File: src/rtl/video_timing_params.svh
`ifndef VIDEO_TIMING_PARAMS_SVH
`define VIDEO_TIMING_PARAMS_SVH

// ----------------------------------------
// Register indices, byte address is index times four
// ----------------------------------------
`define REG_IDX_PLL 8'h00
`define REG_IDX_INMODE 8'h01
`define REG_IDX_EDHD_MODE 8'h30
`define REG_IDX_EDHD_TRST 8'h34
`define REG_IDX_SD_MODE2 8'h82
`define REG_IDX_SD_MODE4 8'h84
`define REG_IDX_FIELD_CNT 8'hbb
`define REG_IDX_SLAVE_CFG 8'hc0

// ----------------------------------------
// Field positions and reset values
// ----------------------------------------
`define PLL_OFF_BIT 1
`define INMODE_LSB 4
`define EDHD_MODE_LSB 3
`define EDHD_TRST_BIT 0
`define TRICK_BIT 5
`define LOCK_MODE_LSB 1
`define HD_SEL_BIT 3
`define PLL_RESET 8'h02
`define REG_RESET 8'h00

// ----------------------------------------
// Mode codes
// ----------------------------------------
`define INMODE_SD 3'h0
`define INMODE_ED_A 3'h1
`define INMODE_ED_B 3'h2
`define INMODE_SIM_A 3'h3
`define INMODE_SIM_B 3'h4
`define INMODE_ED54 3'h7
`define EDHD_NONSTD 5'h01
`define LOCK_TR 2'h2
`define LOCK_SCR 2'h1
`define LOCK_SFL 2'h3

// ----------------------------------------
// Rates and timing counts
// ----------------------------------------
`define OS_SD_LOW 5'h02
`define OS_SD_HIGH 5'h10
`define OS_1X 4'h1
`define OS_HD 4'h4
`define OS_ED 4'h8
`define LOCK_WORD_BITS 67
`define LOCK_VALUE_BITS 22
`define LOCK_BIT_CYCLES 2
`define PULSE_MIN_CYCLES 1
`define BLANK_CODE 10'h040
`define RESP_OKAY 2'h0
`define RESP_DECERR 2'h3

`endif

File: src/rtl/video_timing_pkg.sv
package video_timing_pkg;
	typedef enum logic [1:0] {LVL_BLANK, LVL_SYNC, LVL_TRI} sync_level_type;
	typedef enum logic [1:0] {TX_IDLE, TX_PULSE, TX_WORD} lock_tx_type;
endpackage

File: src/rtl/video_link_if.sv
`timescale 1ns/1ps
`default_nettype none
interface video_link_if #(parameter int PIX_W = 10);
	logic line_sync;
	logic frame_sync;
	logic sd_vsync_n;
	logic shared_lock_pin;
	logic [PIX_W-1:0] pixel;
	modport dev (input line_sync, input frame_sync, input sd_vsync_n, input shared_lock_pin, input pixel);
	modport src (output line_sync, output frame_sync, output sd_vsync_n, output shared_lock_pin, output pixel);
endinterface
`default_nettype wire

File: src/rtl/lock_word_receiver.sv
`timescale 1ns/1ps
`default_nettype none
`include "video_timing_params.svh"
module lock_word_receiver
(
	// Clock and reset
	input wire logic clk_in,
	input wire logic rst_b_in,
	// Serial side
	input wire logic enable_in,
	input wire logic bit_in,
	// Word side
	output logic valid_out,
	output logic [`LOCK_VALUE_BITS-1:0] value_out
);
	logic busy_q;
	logic [7:0] cnt_q;
	logic [7:0] idx;
	logic sample;
	logic last;

	// ----------------------------------------
	// Bit sampling
	// ----------------------------------------
	assign idx = (cnt_q - 8'd3) >> 1;
	assign sample = busy_q & cnt_q[0] & (cnt_q >= 8'd3);
	assign last = sample & (idx == 8'(`LOCK_WORD_BITS - 1));

	always_ff @(posedge clk_in)
	begin
		if (!rst_b_in)
		begin
			busy_q <= 1'b0;
			cnt_q <= 8'h00;
			valid_out <= 1'b0;
			value_out <= '0;
		end
		else
		begin
			valid_out <= last;
			if (!busy_q)
			begin
				busy_q <= enable_in & bit_in;
				cnt_q <= 8'h01;
			end
			else
			begin
				cnt_q <= cnt_q + 8'd1;
				busy_q <= ~last;
			end
			if (sample && idx < 8'(`LOCK_VALUE_BITS))
				value_out[idx[4:0]] <= bit_in;
		end
	end
endmodule
`default_nettype wire

File: src/rtl/video_encoder_end.sv
// Implementation choices: the register offsets and register access over AXI4-Lite.
`timescale 1ns/1ps
`default_nettype none
`include "video_timing_params.svh"
module video_encoder_end #(
	parameter int PIX_W = 10,
	parameter int SD_LINE_CYCLES = 1716,
	parameter int SD_FIELD_LINES = 263,
	parameter int SD_FIELDS = 8,
	parameter int EDHD_LINE_CYCLES = 2000,
	parameter int EDHD_FRAME_LINES = 1000,
	parameter logic [21:0] FREQ_DEFAULT = 22'h07c1f
)
(
	// Clock and reset
	input wire logic REF_CLK_IN,
	input wire logic RST_B_IN,
	// Link
	video_link_if.dev LINK,
	// AXI4-Lite write
	input wire logic [9:0] S_AWADDR_IN,
	input wire logic S_AWVALID_IN,
	output logic S_AWREADY_OUT,
	input wire logic [31:0] S_WDATA_IN,
	input wire logic [3:0] S_WSTRB_IN,
	input wire logic S_WVALID_IN,
	output logic S_WREADY_OUT,
	output logic [1:0] S_BRESP_OUT,
	output logic S_BVALID_OUT,
	input wire logic S_BREADY_IN,
	// AXI4-Lite read
	input wire logic [9:0] S_ARADDR_IN,
	input wire logic S_ARVALID_IN,
	output logic S_ARREADY_OUT,
	output logic [31:0] S_RDATA_OUT,
	output logic [1:0] S_RRESP_OUT,
	output logic S_RVALID_OUT,
	input wire logic S_RREADY_IN,
	// Video control and status
	output logic PLL1_EN_OUT,
	output logic PLL2_EN_OUT,
	output logic [4:0] SD_OS_OUT,
	output logic [3:0] EDHD_OS_OUT,
	output logic CP_ALLOW_OUT,
	output video_timing_pkg::sync_level_type SYNC_LEVEL_OUT,
	output logic [3:0] SD_FIELD_OUT,
	output logic [21:0] CARRIER_PHASE_OUT,
	output logic [10:0] EDHD_LINE_OUT,
	output logic [PIX_W-1:0] PIXEL_OUT
);
	import video_timing_pkg::*;

	function automatic logic [3:0] next_field(input logic [3:0] f);
		next_field = (f == 4'(SD_FIELDS)) ? 4'h1 : f + 4'h1;
	endfunction

	logic [7:0] pll_q, inmode_q, edmode_q, trst_q, mode2_q, mode4_q, slave_q;
	logic awready_q, wready_q, aw_got_q, w_got_q, arready_q;
	logic [7:0] awidx_q, wdata_q;
	logic wstrb_q;
	logic [3:0] s1_q, s2_q, s3_q;
	logic [PIX_W-1:0] pix1_q;
	logic [10:0] sd_h_q;
	logic [9:0] sd_line_q;
	logic tr_held_q, scr_pend_q, freq_pend_q;
	logic [21:0] freq_q, freq_new_q;
	logic [11:0] eh_q;
	logic rx_valid;
	logic [21:0] rx_value;

	// ----------------------------------------
	// Decoding
	// ----------------------------------------
	wire [2:0] in_mode = inmode_q[`INMODE_LSB +: 3];
	wire pll_off = pll_q[`PLL_OFF_BIT];
	wire hd_sel = slave_q[`HD_SEL_BIT] & (in_mode != `INMODE_ED54);
	wire is_sd = (in_mode == `INMODE_SD);
	wire is_sim = (in_mode == `INMODE_SIM_A) | (in_mode == `INMODE_SIM_B);
	wire is_ed = (in_mode == `INMODE_ED_A) | (in_mode == `INMODE_ED_B) | (in_mode == `INMODE_ED54);
	wire nonstd = (edmode_q[`EDHD_MODE_LSB +: 5] == `EDHD_NONSTD);
	wire [1:0] lock_mode = mode4_q[`LOCK_MODE_LSB +: 2];
	wire tr_mode = (lock_mode == `LOCK_TR);
	wire ls_s = s2_q[0], fs_s = s2_q[1], vs_s = s2_q[2], pin_s = s2_q[3];
	wire ls_fall = ~ls_s & s3_q[0];
	wire ls_rise = ls_s & ~s3_q[0];
	wire fs_rise = fs_s & ~s3_q[1];
	wire vs_fall = ~vs_s & s3_q[2];
	wire pin_rise = pin_s & ~s3_q[3];
	wire trick = mode2_q[`TRICK_BIT] & (slave_q[2:0] != 3'h0);
	wire line_end = (sd_h_q == 11'(SD_LINE_CYCLES - 1));
	wire field_end = line_end & (sd_line_q == 10'(SD_FIELD_LINES - 1));
	wire tr_release = tr_held_q & ~(tr_mode & pin_s);
	wire [3:0] os_edhd = hd_sel ? `OS_HD : `OS_ED;

	wire [4:0] sd_os_d = (is_sd | is_sim) ? (pll_off ? `OS_SD_LOW : `OS_SD_HIGH) : 5'h00;
	wire [3:0] edhd_os_d = nonstd ? `OS_1X : is_sim ? os_edhd : is_ed ? (pll_off ? `OS_1X : os_edhd) : 4'h0;

	wire [7:0] wr_idx = awidx_q;
	wire [7:0] rd_idx = S_ARADDR_IN[9:2];
	wire wr_go = aw_got_q & w_got_q & ~S_BVALID_OUT;
	wire wr_hit = (wr_idx == `REG_IDX_PLL) | (wr_idx == `REG_IDX_INMODE) | (wr_idx == `REG_IDX_EDHD_MODE)
		| (wr_idx == `REG_IDX_EDHD_TRST) | (wr_idx == `REG_IDX_SD_MODE2) | (wr_idx == `REG_IDX_SD_MODE4)
		| (wr_idx == `REG_IDX_FIELD_CNT) | (wr_idx == `REG_IDX_SLAVE_CFG);
	wire rd_hit = (rd_idx == `REG_IDX_PLL) | (rd_idx == `REG_IDX_INMODE) | (rd_idx == `REG_IDX_EDHD_MODE)
		| (rd_idx == `REG_IDX_EDHD_TRST) | (rd_idx == `REG_IDX_SD_MODE2) | (rd_idx == `REG_IDX_SD_MODE4)
		| (rd_idx == `REG_IDX_FIELD_CNT) | (rd_idx == `REG_IDX_SLAVE_CFG);
	wire [7:0] rd_data = (rd_idx == `REG_IDX_PLL) ? pll_q : (rd_idx == `REG_IDX_INMODE) ? inmode_q
		: (rd_idx == `REG_IDX_EDHD_MODE) ? edmode_q : (rd_idx == `REG_IDX_EDHD_TRST) ? trst_q
		: (rd_idx == `REG_IDX_SD_MODE2) ? mode2_q : (rd_idx == `REG_IDX_SD_MODE4) ? mode4_q
		: (rd_idx == `REG_IDX_FIELD_CNT) ? {4'h0, SD_FIELD_OUT} : (rd_idx == `REG_IDX_SLAVE_CFG) ? slave_q : 8'h00;

	lock_word_receiver u_rx (
		.clk_in(REF_CLK_IN),
		.rst_b_in(RST_B_IN),
		.enable_in(lock_mode == `LOCK_SFL),
		.bit_in(pin_s),
		.valid_out(rx_valid),
		.value_out(rx_value)
	);

	// ----------------------------------------
	// Register bus
	// ----------------------------------------
	always_ff @(posedge REF_CLK_IN)
	begin
		if (!RST_B_IN)
		begin
			awready_q <= 1'b0; wready_q <= 1'b0; aw_got_q <= 1'b0; w_got_q <= 1'b0;
			awidx_q <= 8'h00; wdata_q <= 8'h00; wstrb_q <= 1'b0;
			S_BVALID_OUT <= 1'b0; S_BRESP_OUT <= `RESP_OKAY;
			arready_q <= 1'b0; S_RVALID_OUT <= 1'b0; S_RDATA_OUT <= 32'h0; S_RRESP_OUT <= `RESP_OKAY;
			pll_q <= `PLL_RESET;
			inmode_q <= `REG_RESET; edmode_q <= `REG_RESET; trst_q <= `REG_RESET;
			mode2_q <= `REG_RESET; mode4_q <= `REG_RESET; slave_q <= `REG_RESET;
		end
		else
		begin
			awready_q <= S_AWVALID_IN & ~awready_q & ~aw_got_q & ~S_BVALID_OUT;
			wready_q <= S_WVALID_IN & ~wready_q & ~w_got_q & ~S_BVALID_OUT;
			if (S_AWVALID_IN & awready_q)
			begin
				aw_got_q <= 1'b1;
				awidx_q <= S_AWADDR_IN[9:2];
			end
			if (S_WVALID_IN & wready_q)
			begin
				w_got_q <= 1'b1;
				wdata_q <= S_WDATA_IN[7:0];
				wstrb_q <= S_WSTRB_IN[0];
			end
			if (wr_go)
			begin
				aw_got_q <= 1'b0;
				w_got_q <= 1'b0;
				S_BVALID_OUT <= 1'b1;
				S_BRESP_OUT <= wr_hit ? `RESP_OKAY : `RESP_DECERR;
				if (wstrb_q)
				begin
					case (wr_idx)
						`REG_IDX_PLL: pll_q <= wdata_q;
						`REG_IDX_INMODE: inmode_q <= wdata_q;
						`REG_IDX_EDHD_MODE: edmode_q <= wdata_q;
						`REG_IDX_EDHD_TRST: trst_q <= wdata_q;
						`REG_IDX_SD_MODE2: mode2_q <= wdata_q;
						`REG_IDX_SD_MODE4: mode4_q <= wdata_q;
						`REG_IDX_SLAVE_CFG: slave_q <= wdata_q;
						default: pll_q <= pll_q;
					endcase
				end
			end
			else if (S_BVALID_OUT & S_BREADY_IN)
				S_BVALID_OUT <= 1'b0;
			arready_q <= S_ARVALID_IN & ~arready_q & ~S_RVALID_OUT;
			if (S_ARVALID_IN & arready_q)
			begin
				S_RVALID_OUT <= 1'b1;
				S_RDATA_OUT <= {24'h0, rd_data};
				S_RRESP_OUT <= rd_hit ? `RESP_OKAY : `RESP_DECERR;
			end
			else if (S_RVALID_OUT & S_RREADY_IN)
				S_RVALID_OUT <= 1'b0;
		end
	end
	assign S_AWREADY_OUT = awready_q;
	assign S_WREADY_OUT = wready_q;
	assign S_ARREADY_OUT = arready_q;

	// ----------------------------------------
	// Oversampling control and link capture
	// ----------------------------------------
	always_ff @(posedge REF_CLK_IN)
	begin
		if (!RST_B_IN)
		begin
			PLL1_EN_OUT <= 1'b0; PLL2_EN_OUT <= 1'b0; SD_OS_OUT <= 5'h00; EDHD_OS_OUT <= 4'h0;
			CP_ALLOW_OUT <= 1'b0; s1_q <= 4'h5; s2_q <= 4'h5; s3_q <= 4'h5;
			pix1_q <= '0; PIXEL_OUT <= '0;
		end
		else
		begin
			PLL1_EN_OUT <= ~pll_off;
			PLL2_EN_OUT <= is_sim;
			SD_OS_OUT <= sd_os_d;
			EDHD_OS_OUT <= edhd_os_d;
			CP_ALLOW_OUT <= ~nonstd;
			s1_q <= {LINK.shared_lock_pin, LINK.sd_vsync_n, LINK.frame_sync, LINK.line_sync};
			s2_q <= s1_q;
			s3_q <= s2_q;
			pix1_q <= LINK.pixel;
			PIXEL_OUT <= pix1_q;
		end
	end

	// ----------------------------------------
	// SD timing and subcarrier
	// ----------------------------------------
	always_ff @(posedge REF_CLK_IN)
	begin
		if (!RST_B_IN)
		begin
			sd_h_q <= 11'h0; sd_line_q <= 10'h0; SD_FIELD_OUT <= 4'h1; tr_held_q <= 1'b0;
			scr_pend_q <= 1'b0; freq_pend_q <= 1'b0; freq_q <= FREQ_DEFAULT; freq_new_q <= FREQ_DEFAULT;
			CARRIER_PHASE_OUT <= 22'h0;
		end
		else
		begin
			if (tr_mode & pin_s & (pin_rise | tr_held_q))
			begin
				tr_held_q <= 1'b1;
				sd_h_q <= 11'h0;
				sd_line_q <= 10'h0;
			end
			else if (tr_release)
			begin
				tr_held_q <= 1'b0;
				SD_FIELD_OUT <= 4'h1;
			end
			else if (trick & vs_fall)
			begin
				sd_h_q <= 11'h0;
				sd_line_q <= 10'h0;
				SD_FIELD_OUT <= next_field(SD_FIELD_OUT);
			end
			else
			begin
				sd_h_q <= line_end ? 11'h0 : sd_h_q + 11'h1;
				if (line_end)
					sd_line_q <= field_end ? 10'h0 : sd_line_q + 10'h1;
				if (field_end)
					SD_FIELD_OUT <= next_field(SD_FIELD_OUT);
			end
			scr_pend_q <= ((lock_mode == `LOCK_SCR) & pin_rise) | (scr_pend_q & ~field_end);
			if (tr_release | (field_end & scr_pend_q))
				CARRIER_PHASE_OUT <= 22'h0;
			else if (!tr_held_q)
				CARRIER_PHASE_OUT <= CARRIER_PHASE_OUT + freq_q;
			if (rx_valid)
				freq_new_q <= rx_value;
			freq_pend_q <= rx_valid | (freq_pend_q & ~line_end);
			if (line_end & freq_pend_q)
				freq_q <= freq_new_q;
		end
	end

	// ----------------------------------------
	// ED/HD timing and output level
	// ----------------------------------------
	always_ff @(posedge REF_CLK_IN)
	begin
		if (!RST_B_IN)
		begin
			eh_q <= 12'h0; EDHD_LINE_OUT <= 11'h0; SYNC_LEVEL_OUT <= LVL_BLANK;
		end
		else if (trst_q[`EDHD_TRST_BIT])
		begin
			eh_q <= 12'h0; EDHD_LINE_OUT <= 11'h0; SYNC_LEVEL_OUT <= LVL_BLANK;
		end
		else if (nonstd)
		begin
			eh_q <= ls_fall ? 12'h0 : eh_q + 12'h1;
			if (fs_rise & ~ls_s)
				EDHD_LINE_OUT <= 11'h0;
			else if (ls_fall)
				EDHD_LINE_OUT <= EDHD_LINE_OUT + 11'h1;
			case (SYNC_LEVEL_OUT)
				LVL_BLANK: if (ls_fall) SYNC_LEVEL_OUT <= LVL_SYNC;
				LVL_SYNC: if (ls_rise) SYNC_LEVEL_OUT <= LVL_BLANK; else if (fs_rise & ~ls_s) SYNC_LEVEL_OUT <= LVL_TRI;
				LVL_TRI: if (ls_rise) SYNC_LEVEL_OUT <= LVL_BLANK;
				default: SYNC_LEVEL_OUT <= LVL_BLANK;
			endcase
		end
		else
		begin
			SYNC_LEVEL_OUT <= LVL_BLANK;
			eh_q <= (eh_q == 12'(EDHD_LINE_CYCLES - 1)) ? 12'h0 : eh_q + 12'h1;
			if (eh_q == 12'(EDHD_LINE_CYCLES - 1))
				EDHD_LINE_OUT <= (EDHD_LINE_OUT == 11'(EDHD_FRAME_LINES - 1)) ? 11'h0 : EDHD_LINE_OUT + 11'h1;
		end
	end
endmodule
`default_nettype wire

File: src/flat_wrapper.sv
// flat-port wrapper written by rule: the top's interface ports become plain ports
module video_encoder_end_flat import video_timing_pkg::*;
#(
	parameter int PIX_W = 10,
	parameter int SD_LINE_CYCLES = 1716,
	parameter int SD_FIELD_LINES = 263,
	parameter int SD_FIELDS = 8,
	parameter int EDHD_LINE_CYCLES = 2000,
	parameter int EDHD_FRAME_LINES = 1000,
	parameter logic [21:0] FREQ_DEFAULT = 22'h07c1f
)
  (REF_CLK_IN, RST_B_IN, S_AWADDR_IN, S_AWVALID_IN, S_AWREADY_OUT, S_WDATA_IN, S_WSTRB_IN, S_WVALID_IN, S_WREADY_OUT, S_BRESP_OUT, S_BVALID_OUT, S_BREADY_IN, S_ARADDR_IN, S_ARVALID_IN, S_ARREADY_OUT, S_RDATA_OUT, S_RRESP_OUT, S_RVALID_OUT, S_RREADY_IN, PLL1_EN_OUT, PLL2_EN_OUT, SD_OS_OUT, EDHD_OS_OUT, CP_ALLOW_OUT, SYNC_LEVEL_OUT, SD_FIELD_OUT, CARRIER_PHASE_OUT, EDHD_LINE_OUT, PIXEL_OUT, LINK_line_sync, LINK_frame_sync, LINK_sd_vsync_n, LINK_shared_lock_pin, LINK_pixel);
  video_link_if #(.PIX_W(PIX_W)) LINK_i ();
  input wire logic REF_CLK_IN;
  input wire logic RST_B_IN;
  input wire logic [9:0] S_AWADDR_IN;
  input wire logic S_AWVALID_IN;
  output logic S_AWREADY_OUT;
  input wire logic [31:0] S_WDATA_IN;
  input wire logic [3:0] S_WSTRB_IN;
  input wire logic S_WVALID_IN;
  output logic S_WREADY_OUT;
  output logic [1:0] S_BRESP_OUT;
  output logic S_BVALID_OUT;
  input wire logic S_BREADY_IN;
  input wire logic [9:0] S_ARADDR_IN;
  input wire logic S_ARVALID_IN;
  output logic S_ARREADY_OUT;
  output logic [31:0] S_RDATA_OUT;
  output logic [1:0] S_RRESP_OUT;
  output logic S_RVALID_OUT;
  input wire logic S_RREADY_IN;
  output logic PLL1_EN_OUT;
  output logic PLL2_EN_OUT;
  output logic [4:0] SD_OS_OUT;
  output logic [3:0] EDHD_OS_OUT;
  output logic CP_ALLOW_OUT;
  output video_timing_pkg::sync_level_type SYNC_LEVEL_OUT;
  output logic [3:0] SD_FIELD_OUT;
  output logic [21:0] CARRIER_PHASE_OUT;
  output logic [10:0] EDHD_LINE_OUT;
  output logic [PIX_W-1:0] PIXEL_OUT;
  input wire logic [$bits(LINK_i.line_sync)-1:0] LINK_line_sync;
  input wire logic [$bits(LINK_i.frame_sync)-1:0] LINK_frame_sync;
  input wire logic [$bits(LINK_i.sd_vsync_n)-1:0] LINK_sd_vsync_n;
  input wire logic [$bits(LINK_i.shared_lock_pin)-1:0] LINK_shared_lock_pin;
  input wire logic [$bits(LINK_i.pixel)-1:0] LINK_pixel;
  assign LINK_i.line_sync = LINK_line_sync;
  assign LINK_i.frame_sync = LINK_frame_sync;
  assign LINK_i.sd_vsync_n = LINK_sd_vsync_n;
  assign LINK_i.shared_lock_pin = LINK_shared_lock_pin;
  assign LINK_i.pixel = LINK_pixel;
  video_encoder_end #(.PIX_W(PIX_W), .SD_LINE_CYCLES(SD_LINE_CYCLES), .SD_FIELD_LINES(SD_FIELD_LINES), .SD_FIELDS(SD_FIELDS), .EDHD_LINE_CYCLES(EDHD_LINE_CYCLES), .EDHD_FRAME_LINES(EDHD_FRAME_LINES), .FREQ_DEFAULT(FREQ_DEFAULT)) u_core (.REF_CLK_IN(REF_CLK_IN), .RST_B_IN(RST_B_IN), .LINK(LINK_i), .S_AWADDR_IN(S_AWADDR_IN), .S_AWVALID_IN(S_AWVALID_IN), .S_AWREADY_OUT(S_AWREADY_OUT), .S_WDATA_IN(S_WDATA_IN), .S_WSTRB_IN(S_WSTRB_IN), .S_WVALID_IN(S_WVALID_IN), .S_WREADY_OUT(S_WREADY_OUT), .S_BRESP_OUT(S_BRESP_OUT), .S_BVALID_OUT(S_BVALID_OUT), .S_BREADY_IN(S_BREADY_IN), .S_ARADDR_IN(S_ARADDR_IN), .S_ARVALID_IN(S_ARVALID_IN), .S_ARREADY_OUT(S_ARREADY_OUT), .S_RDATA_OUT(S_RDATA_OUT), .S_RRESP_OUT(S_RRESP_OUT), .S_RVALID_OUT(S_RVALID_OUT), .S_RREADY_IN(S_RREADY_IN), .PLL1_EN_OUT(PLL1_EN_OUT), .PLL2_EN_OUT(PLL2_EN_OUT), .SD_OS_OUT(SD_OS_OUT), .EDHD_OS_OUT(EDHD_OS_OUT), .CP_ALLOW_OUT(CP_ALLOW_OUT), .SYNC_LEVEL_OUT(SYNC_LEVEL_OUT), .SD_FIELD_OUT(SD_FIELD_OUT), .CARRIER_PHASE_OUT(CARRIER_PHASE_OUT), .EDHD_LINE_OUT(EDHD_LINE_OUT), .PIXEL_OUT(PIXEL_OUT));
endmodule
File: config.mk
export PLATFORM = sky130hd
export DESIGN_NAME = video_encoder_end_flat
export DESIGN_NICKNAME = d
export VERILOG_FILES = /design/src/rtl/video_timing_pkg.sv /design/src/rtl/video_link_if.sv /design/src/rtl/lock_word_receiver.sv /design/src/rtl/video_encoder_end.sv /design/src/flat_wrapper.sv
export VERILOG_INCLUDE_DIRS = /design/src /design/src/rtl
export SDC_FILE = /design/constraint.sdc
export NUM_CORES = 1
export LEC_CHECK = 0
export ABC_AREA = 1
export BUFFER_PORTS_ARGS = -buffer_cell sky130_fd_sc_hd__buf_2
export CORE_MARGIN = 2
export CORE_UTILIZATION = 56
export CTS_BUF_LIST = sky130_fd_sc_hd__clkbuf_8
export DETAILED_ROUTE_END_ITERATION = 8
export PLACE_DENSITY = 0.81
export SYNTH_ARGS = -nofsm -noshare
export SYNTH_HDL_FRONTEND = slang
export SYNTH_SLANG_ARGS = --single-unit
File: constraint.sdc
create_clock -name REF_CLK_IN -period 2.75 [get_ports REF_CLK_IN]
set_input_delay 0.4125 -clock REF_CLK_IN [delete_from_list [all_inputs] [get_ports REF_CLK_IN]]
set_output_delay 0.4125 -clock REF_CLK_IN [all_outputs]
set_load 0.005 [all_outputs]
Word-level counts from Yosys, hierarchy flattened. Cells that the tools add are included.

Register bits: 287. Input bits: 77. Output and inout bits: 102. Logic and storage cells: 257.

Add/subtract/negate cells: 8. Magnitude comparators: 4. Eq/ne operators: 36. Multiplexer cells: 49. Bitwise gates (word level): 80. Reductions and logical operators: 32.

Operators with widths (number): 11-bit two-way mux (7); 8-bit == test (second input constant) (8); 8-bit two-way mux (8); 1-bit AND (37); 12-bit two-way mux (3); 8-bit by 6-bit == test with 1-bit output (second input constant) (4); 4-bit two-way mux (8); 10-bit two-way mux (3); 3-bit AND reduction (8); 11-bit by 1-bit adder with 11-bit output (second input constant) (2); 22-bit adder (1); 22-bit bitwise mux (1); 1-bit bitwise OR (22); 1-bit inverter (21); 8-bit by 1-bit == test with 1-bit output (second input constant) (2); 8-bit zero test (2); 12-bit by 1-bit adder with 12-bit output (second input constant) (1); 12-bit by 11-bit == test with 1-bit output (second input constant) (1); 2-bit two-way mux (6); 11-bit by 10-bit == test with 1-bit output (second input constant) (1); 11-bit == test (second input constant) (1); 10-bit by 1-bit adder with 10-bit output (second input constant) (1); 10-bit by 9-bit == test with 1-bit output (second input constant) (1); 1-bit two-way mux (10); other kinds (29) (50).

Logic depth before layout (Yosys ltp). Gate-level depths: netlist of the first run.

Depth after elaboration: 9. Gate-level depth with buffers: 14. Mapped depth without buffers: 14.

Modules after synthesis. Synthesis of the first run repeated with hierarchy kept, for this count alone.

Cells, all modules: 1908. Area, all modules: 13355.3 um^2.

By module, submodules not included: video_encoder_end (instances 1, cells an instance 1658, area each 11664.9 um^2, seq. area each 4984.8 um^2); lock_word_receiver (instances 1, cells an instance 250, area each 1690.4 um^2, seq. area each 640.6 um^2).

Least setup slack after synthesis of the first run. Ideal clock, no wire load.

Kind: register -> register. Start: reg u_core.CARRIER_PHASE_OUT[0]. End: reg u_core.CARRIER_PHASE_OUT[16]. Setup time: 0.115 ns. Arrival: 1.777 ns. Data required time: 2.635 ns. Path slack: 0.858 ns. Cell stages (with the launch flop): 15. Path buffers: 0. Period minus slack after synthesis: 1.892 ns. Path through: dfxtp_1 -> ha_1 -> fa_1 -> nand2_1 -> inv_1 -> nand2_1 -> nand3_1 -> nand2_1 -> nand2_1 -> nand3_1 -> nand2_1 -> nand2_1 -> nand2_1 -> o21ai_0 -> inv_1.

Cells in the longest elaborated chain, start to end: 1.

RTL lines: from (decl) (line video_encoder_end.sv:47) `output logic [21:0] CARRIER_PHASE_OUT,`; from (signal assigned) (line video_encoder_end.sv:256) `CARRIER_PHASE_OUT <= CARRIER_PHASE_OUT + freq_q;`; 22-bit adder (line video_encoder_end.sv:256).

Every way passes these cells. A chain may end at the register's enable or synchronous reset.

Worst setup path in the final report of the first run. Ends and elaborated chain as after synthesis.

==> summary.txt, run 1 <==
STA
  – Hold WS: 37.3 ps
  – Clock Skews: 14.8 ps
  – Crit share post-route: 0.822
  – Final Hold Viols: 0
  – Worst setup margin: 490 ps
  – Setup violators final: 0
  – Setup_tns: 0 ps
  – RSZ-0062 raised after global routing: no
  – Max-slew violation count: 0
  – Worst Tran Pin Value: between 600 and 700 ps
  – Post-route minimum period: roughly 2300 ps
  – Slew headroom: 0.557
  – Fmax: roughly 440 MHz

Critical path
  – Critical path type: reg2reg
  – FF-to-FF End: u_core.CARRIER_PHASE_OUT[16]
  – Setup crit start kind: flip-flop
  – WP data arrival: ~2700 ps
  – Critical Path End Type: flip-flop
  – Largest stage delay on the critical path: 440 ps
  – Flop2flop setup slack: 490 ps
  – R2R depth: 14
  – Worst path cell trace: ha_1 -> fa_1 -> nand2_1 -> inv_1 -> nand2_1 -> nand3_1 -> nand2_1 -> nand2_1 -> nand3_1 -> nand2_1 -> nand2_1 -> nand2_1 -> o21ai_0 -> inv_1
  – CP dominant cell by count: nand2_1
  – Req. time, crit path: roughly 3200 ps
  – CP Max Fanout: 4
  – Critical path's slowest cell: fa_1
  – Worst reg2reg path startpoint: u_core.CARRIER_PHASE_OUT[0]

Logic synthesis
  – Async set-or-reset flop fraction in the synthesized netlist: 0
  – Leading area contributor after synthesis: dfxtp_1
  – Synthesized area: 0.0132 sq mm
  – Mapped Cells: between 1.5k and 2k
  – Sequential area share after synthesis: 0.426
  – Area contributors post-synth: dfxtp_1 (43%), nand2_1 (11%), nor2_1 (9.5%), inv_1 (6.2%), a21oi_1 (5.4%)
  – Seq cells post-synth: 281
  – Dominant synthesized flop cell: dfxtp_1
  – Synth warn: 0
  – Number of synthesized flops with an enable pin: 0
  – Number of distinct library cells after synthesis: 46
  – Synth top area share: 0.426
  – Avg Synthesized Cell Area: slightly below 7 sq um

Clock tree
  – CTS tree: yes
  – H-tree level count: 2
  – Clk pin slew, worst setup/hold paths: 60 ps
  – Resize count post-CTS: 0
  – Hold_buf cts: 0
  – Deepest clock path buffer count: 3
  – Worst skew pair latency: 560 ps
  – Num CTS Buffers: 47
  – Root Buffer: clkbuf_8
  – Post CTS Setup Buffer Count: 0
  – Clock sinks: 281

Route
  – DR vias: 12.6k
  – WL final: 31400 um
  – Antenna viol nets, final: 0
  – Via/cell ratio: 5.22
  – Iteration-0 DRC Markers: between 800 and 900
  – First drt pass iteration count: 8
  – WL/cell: 13.1 um
  – # DRC: 0

Job
  – Max cap viols: 0

Power and ir drop
  – Int Pwr: 6.65 mW
  – Power Density: 595 mW/mm^2
  – Net switching power: 2.25 mW
  – Switching share of power: 0.253
  – Clk network pwr share: 0.430
  – Lkg Pwr: approximately 7 nW
  – Seq pwr share: 0.479
  – VDD IR max: approximately 400 uV
  – Comb power frac: 0.091

Floorplan
  – Core Rows: 56
  – Core area: 0.0233 sq mm
  – I/O pin count: 179
  – Die Y: 158 um
  – Initial Util: 0.566
  – Die area: around 0.025 sq mm
  – Die Span X: 158 um

Min path
  – Worst Hold Class: in2reg
  – Hold path startpoint: LINK_pixel[7]
  – Hold Path Sink: u_core.pix1_q[7]
  – Hold Crit Depth: 3

Global route
  – Vias in the first global route: 11.5k
  – Grt total ovfl: 0
  – Tot GR Track Use: 0.256
  – Largest net degree at the start of global routing: 67
  – First-pass GRT wire length: 52600 um
  – Initial antenna violation count: 0

Placed design
  – Placed inst area: approximately 0.014 sq mm
  – PortBufs: around 120
  – Hpwl dp: 22500 um
  – DP Worst Slack: 537 ps
  – GP Congestion: 0.945

Layout
  – Area grow syn2layout: 13.3%
  – Antenna Cells: 0
  – Final instance area: 0.0150 sq mm
  – Final nets: roughly 2.2k
  – Share of layout cells above drive strength 1: 0.110

Outcome
  – Outcome: finished, final reports clean
## worst max path at each step
stage / from / endpoint / slack, ps / depth (start not counted)
CTS: u_core.CARRIER_PHASE_OUT[0] / u_core.CARRIER_PHASE_OUT[16] / 520 / 14
finish: u_core.CARRIER_PHASE_OUT[0] / u_core.CARRIER_PHASE_OUT[16] / 490 / 14
floorplan: u_core.CARRIER_PHASE_OUT[0] / u_core.CARRIER_PHASE_OUT[16] / 860 / 14
detailed placement: u_core.CARRIER_PHASE_OUT[0] / u_core.CARRIER_PHASE_OUT[16] / 540 / 14
global placement: u_core.CARRIER_PHASE_OUT[0] / u_core.CARRIER_PHASE_OUT[16] / 590 / 14
global route: u_core.sd_h_q[0] / u_core.sd_line_q[7] / 280 / 8
## flip-flops by register name, indices dropped and copies added, names as in the netlist, 10 cells and up
register	flops
u_core.PIXEL_OUT	10
u_core.pix1_q	10
u_core.freq_q	22
u_core.CARRIER_PHASE_OUT	22
u_core.eh_q	12
u_core.EDHD_LINE_OUT	11
u_core.sd_h_q	11
u_core.sd_line_q	10
u_core.freq_new_q	22
u_core.u_rx.value_out	22
## metrics by stage
| step | instances | utilization | power [mW] |
|---|---|---|---|
| 3_3_place_gp | 2321 | 0.598 | 5.12 |
| 2_1_floorplan | 1951 | - | 4.92 |
| 6_report | 2407 | 0.641 | 8.89 |
| 4_1_cts | 2407 | 0.641 | 8.96 |
| 3_5_place_dp | 2321 | 0.598 | 5.14 |
| 5_1_grt | 2407 | 0.641 | 9.29 |
## placed cells by master, fill, tap and decap left out, types with 6 or more instances in the layout
cell type / synthesis / layout
nor4_1: 10 / 10
o2111ai_1: 7 / 7
nor2_1: 334 / 334
clkbuf_8: 0 / 61
a211oi_1: 6 / 6
nand3_1: 139 / 139
buf_4: 33 / 13
nand4_1: 36 / 36
xor2_1: 8 / 8
dfxtp_1: 281 / 281
nand2_2: 6 / 6
o21ai_0: 141 / 141
ha_1: 29 / 29
nand2_1: 387 / 387
inv_2: 7 / 7
buf_2: 6 / 118
nor3_1: 43 / 43
conb_1: 1 / 28
inv_1: 219 / 235
a21oi_1: 142 / 142
## power by group through the flow
stage          combinational, mW  clock [mW]  sequential [mW]
2_1_floorplan              0.589           0             4.33
3_3_place_gp               0.776           0             4.34
3_5_place_dp               0.799           0             4.34
4_1_cts                    0.803        3.90             4.26
5_1_grt                    0.922        4.10             4.27
6_report                   0.811        3.82             4.26
## cells by family after synthesis
family,share of synthesized area
and+or+nand+nor,0.313
xor gates and xnor gates,0.00862
DFF,0.426
buffers and inverters,0.100
AOI/OAI and AO/OA,0.123
adders and majority gates,0.0290
other,0.000284
## layout make-up
type,count,area (sq um)
Fill cell,2114,8380
Multi-Input combinational cell,1360,6360
Sequential cell,281,5630
Inverter,229,862
Clock buffer,61,840
Timing Repair Buffer,132,708
Tap cell,319,399
Clock inverter,25,161
## synthesized netlist by cell type (all sizes together), types with 5 or more instances
cell type / instances
nor2: 338
o21ai: 143
a21oi: 142
dfxtp: 281
nand2: 394
nand3: 140
xnor2: 5
or2: 5
xor2: 8
nor4: 10
nor3: 45
nand4: 36
inv: 227
clkbuf: 36
ha: 29
o2111ai: 7
buf: 45
a211oi: 6
## critical path: cells and delay by family, from the launching register on
family | cells | cell delay, ps
compound gates | 1 | 180
fa+ha+maj | 2 | 690
buf+inv | 2 | 100
flops | 1 | 320
simple gates | 9 | 860
## layer usage
layer  up-vias  routed length, um  track usage
met3        60               2300       0.0515
li1       6439                  -            -
met4         0                745       0.0848
met1      5659              14200        0.334
met5         -                  0            0
met2       414              14200        0.424
Note: power is estimated with default switching activity, not from simulation.
==> run 2: changes to the inputs <==
Clock period 2.75 ns to 2.1 ns, I/O delays scaled along.
==> run 2 against run 1 <==
  * Register-to-register slack worse by 350 ps
  * Maximum frequency grew 15%
  * Power is 35% higher
  * Cell count grew 1.7%
  * Wire length increased by 3.5%
  * First-iteration DRC count increased by 15%
  * Sequential cell count did not move
  * Clock-buffer cell count is 4 higher
  * Final area up 3.2%
  * Sequential share of layout area is 1.2 points lower
  * Clock skew rose by 9.0 ps
  * Largest cell class unchanged
==> summary.txt, run 2 (same netlist as run 1, synthesis figures left out) <==
Power and ir drop
  – VDD IR max: 654 uV (+59%)
  – Power Density: 778 mW/mm^2 (+31%)
  – Lkg Pwr: 7.27 nW (+3.1%)
  – Total power: 12.0 mW (+35%)

Floorplan
  – Die Y: 158 um (unchanged)
  – I/O pin count: 179 (unchanged)
  – Initial Util: 0.566 (unchanged)
  – Die Span X: 158 um (unchanged)
  – Die area: 0.0248 sq mm (unchanged)
  – Core Rows: 56 (unchanged)
  – Core area: 0.0233 sq mm (unchanged)

Placed design
  – Hpwl dp: 23000 um (+2.3%)
  – GP Congestion: 0.932 (-1.4%)
  – DP Worst Slack: 93.6 ps (-444 ps)
  – Placed instance count: 2344 (+0.99%)
  – PortBufs: 119 (unchanged)
  – Placed inst area: 0.0142 sq mm (+1.4%)

Clock tree
  – Clock sinks: 281 (unchanged)
  – Clk pin slew, worst setup/hold paths: 60 ps (about the same)
  – Deepest clock path buffer count: 3 (unchanged)
  – Worst skew pair latency: 550 ps (about the same)
  – Num CTS Buffers: 46 (-2.1%)
  – Root Buffer: clkbuf_8
  – H-tree level count: 2 (unchanged)
  – CTS tree: yes

STA
  – Hold WS: 16.3 ps (-21.0 ps)
  – Post-route minimum period: 1960 ps (-299 ps)
  – Max-slew violation count: 0 (unchanged)
  – Crit share post-route: 0.934 (+0.112)
  – Final Hold Viols: 0 (unchanged)
  – Setup violators final: 0 (unchanged)
  – Worst setup margin: 140 ps (-351 ps)
  – Worst Tran Pin Value: 678 ps (+13.8 ps)
  – Slew headroom: 0.548 (-0.00923)
  – Clock Skews: 23.8 ps (+9.02 ps)
  – Fmax: 510 MHz (+15%)
  – Setup_tns: 0 ps (unchanged)

Global route
  – First-pass GRT wire length: 53800 um (+2.2%)
  – Initial antenna violation count: 0 (unchanged)
  – Largest net degree at the start of global routing: 51 (-24%)
  – Tot GR Track Use: 0.262 (+0.00584)
  – Vias in the first global route: 11.6k (+1.7%)
  – Grt total ovfl: 0 (unchanged)

Outcome
  – Outcome: finished, final reports clean

Layout
  – Commonest non-fill, non-tap cells in the layout: nand2_1 (385), nor2_1 (333), dfxtp_1 (281)
  – Commonest non-fill, non-tap cell in the layout: nand2_1
  – Filler cells: 2038 (-3.6%)
  – Share of layout cells above drive strength 1: 0.125 (+0.0157)
  – Area grow syn2layout: 16.9%
  – Final nets: 2200 (+1.9%)
  – Antenna Cells: 0 (unchanged)
  – Non-Filler Instances: 2449 (+1.7%)
  – Final instance area: 0.0154 sq mm (+3.2%)
  – Finished Core Util: 0.662 (+0.0205)

Critical path
  – CP top delay family: simple AND/OR/NAND/NOR gates
  – CP dominant cell by count: nand2_1
  – Setup crit start kind: flip-flop
  – WP buf/inv: 2 (unchanged)
  – Largest stage delay on the critical path: 390 ps (-50 ps)
  – Critical path type: reg2reg
  – Critical Path End Type: flip-flop
  – Worst path cell trace: ha_1 -> nand2_2 -> inv_1 -> nand3_1 -> nand2_1 -> nand2_1 -> nand2_1 -> nand2_1 -> nand2_1 -> nor2_1 -> o21ai_0 -> inv_1
  – Req. time, crit path: 2550 ps (-650 ps)
  – CP Max Fanout: 4 (unchanged)
  – Critical path's slowest cell: ha_1
  – WP data arrival: 2410 ps (-300 ps)

Route
  – WL final: 32500 um (+3.5%)
  – WL/cell: 13.3 um (+1.7%)
  – # DRC: 0 (unchanged)
  – Via/cell ratio: 5.24 (+0.35%)
  – Iteration-0 DRC Markers: 990 (+15%)
  – Antenna viol nets, final: 0 (unchanged)
  – First drt pass iteration count: 5 (-3)
  – DR vias: 12.8k (+2.1%)

Job
  – Max cap viols: 0 (unchanged)

Min path
  – Worst Hold Class: in2reg
==> run 2: worst min-delay path: stages <==
cell and delay, ps:
buf_2 70, o21ai_0 70, nor2_1 70
==> run 2: cell type report <==
class	instances	area, sq um	share of cell area
Multi-Input combinational cell	1360	6380	0.414
Timing Repair inverter	1	7.51	0.000486
Clock buffer	65	895	0.0580
Tap cell	319	399	0.0259
Inverter	229	866	0.0561
Timing Repair Buffer	174	1090	0.0708
Sequential cell	281	5630	0.364
Clock inverter	20	164	0.0106
==> run 2: where the power goes <==
part	internal, mW	switching [mW]	leakage, nW
Clock	3.11	2.18	0.589
Sequential	5.46	0.116	2.28
Combinational	0.440	0.700	4.40
Total	9.02	3.00	7.27
==> run 2: worst paths after layout <==
kind,start,end,slack (ps),cells past startpoint
max,u_core.freq_q[4],u_core.CARRIER_PHASE_OUT[15],140,12
min reg2reg,u_core.pix1_q[3],u_core.PIXEL_OUT[3],410,2
min,S_WDATA_IN[7],u_core.wdata_q[7],20,3
max reg2reg,u_core.freq_q[4],u_core.CARRIER_PHASE_OUT[15],140,12
==> run 2: repair_timing <==
action / in CTS / in global routing
resized for setup: 0 / 10
setup buffers: 0 / 1
hold endpoints to repair: 18 / 0
hold buffers: 18 / 0
endpoints found under the setup margin: 0 / 29
==> run 2: layer usage <==
metal	GRT usage	up-vias	wire (um)
met2	0.443	470	14900
met1	0.345	5779	14700
met4	0.0740	0	726
li1	-	6526	-
met3	0.0443	61	2240
met5	0	-	0
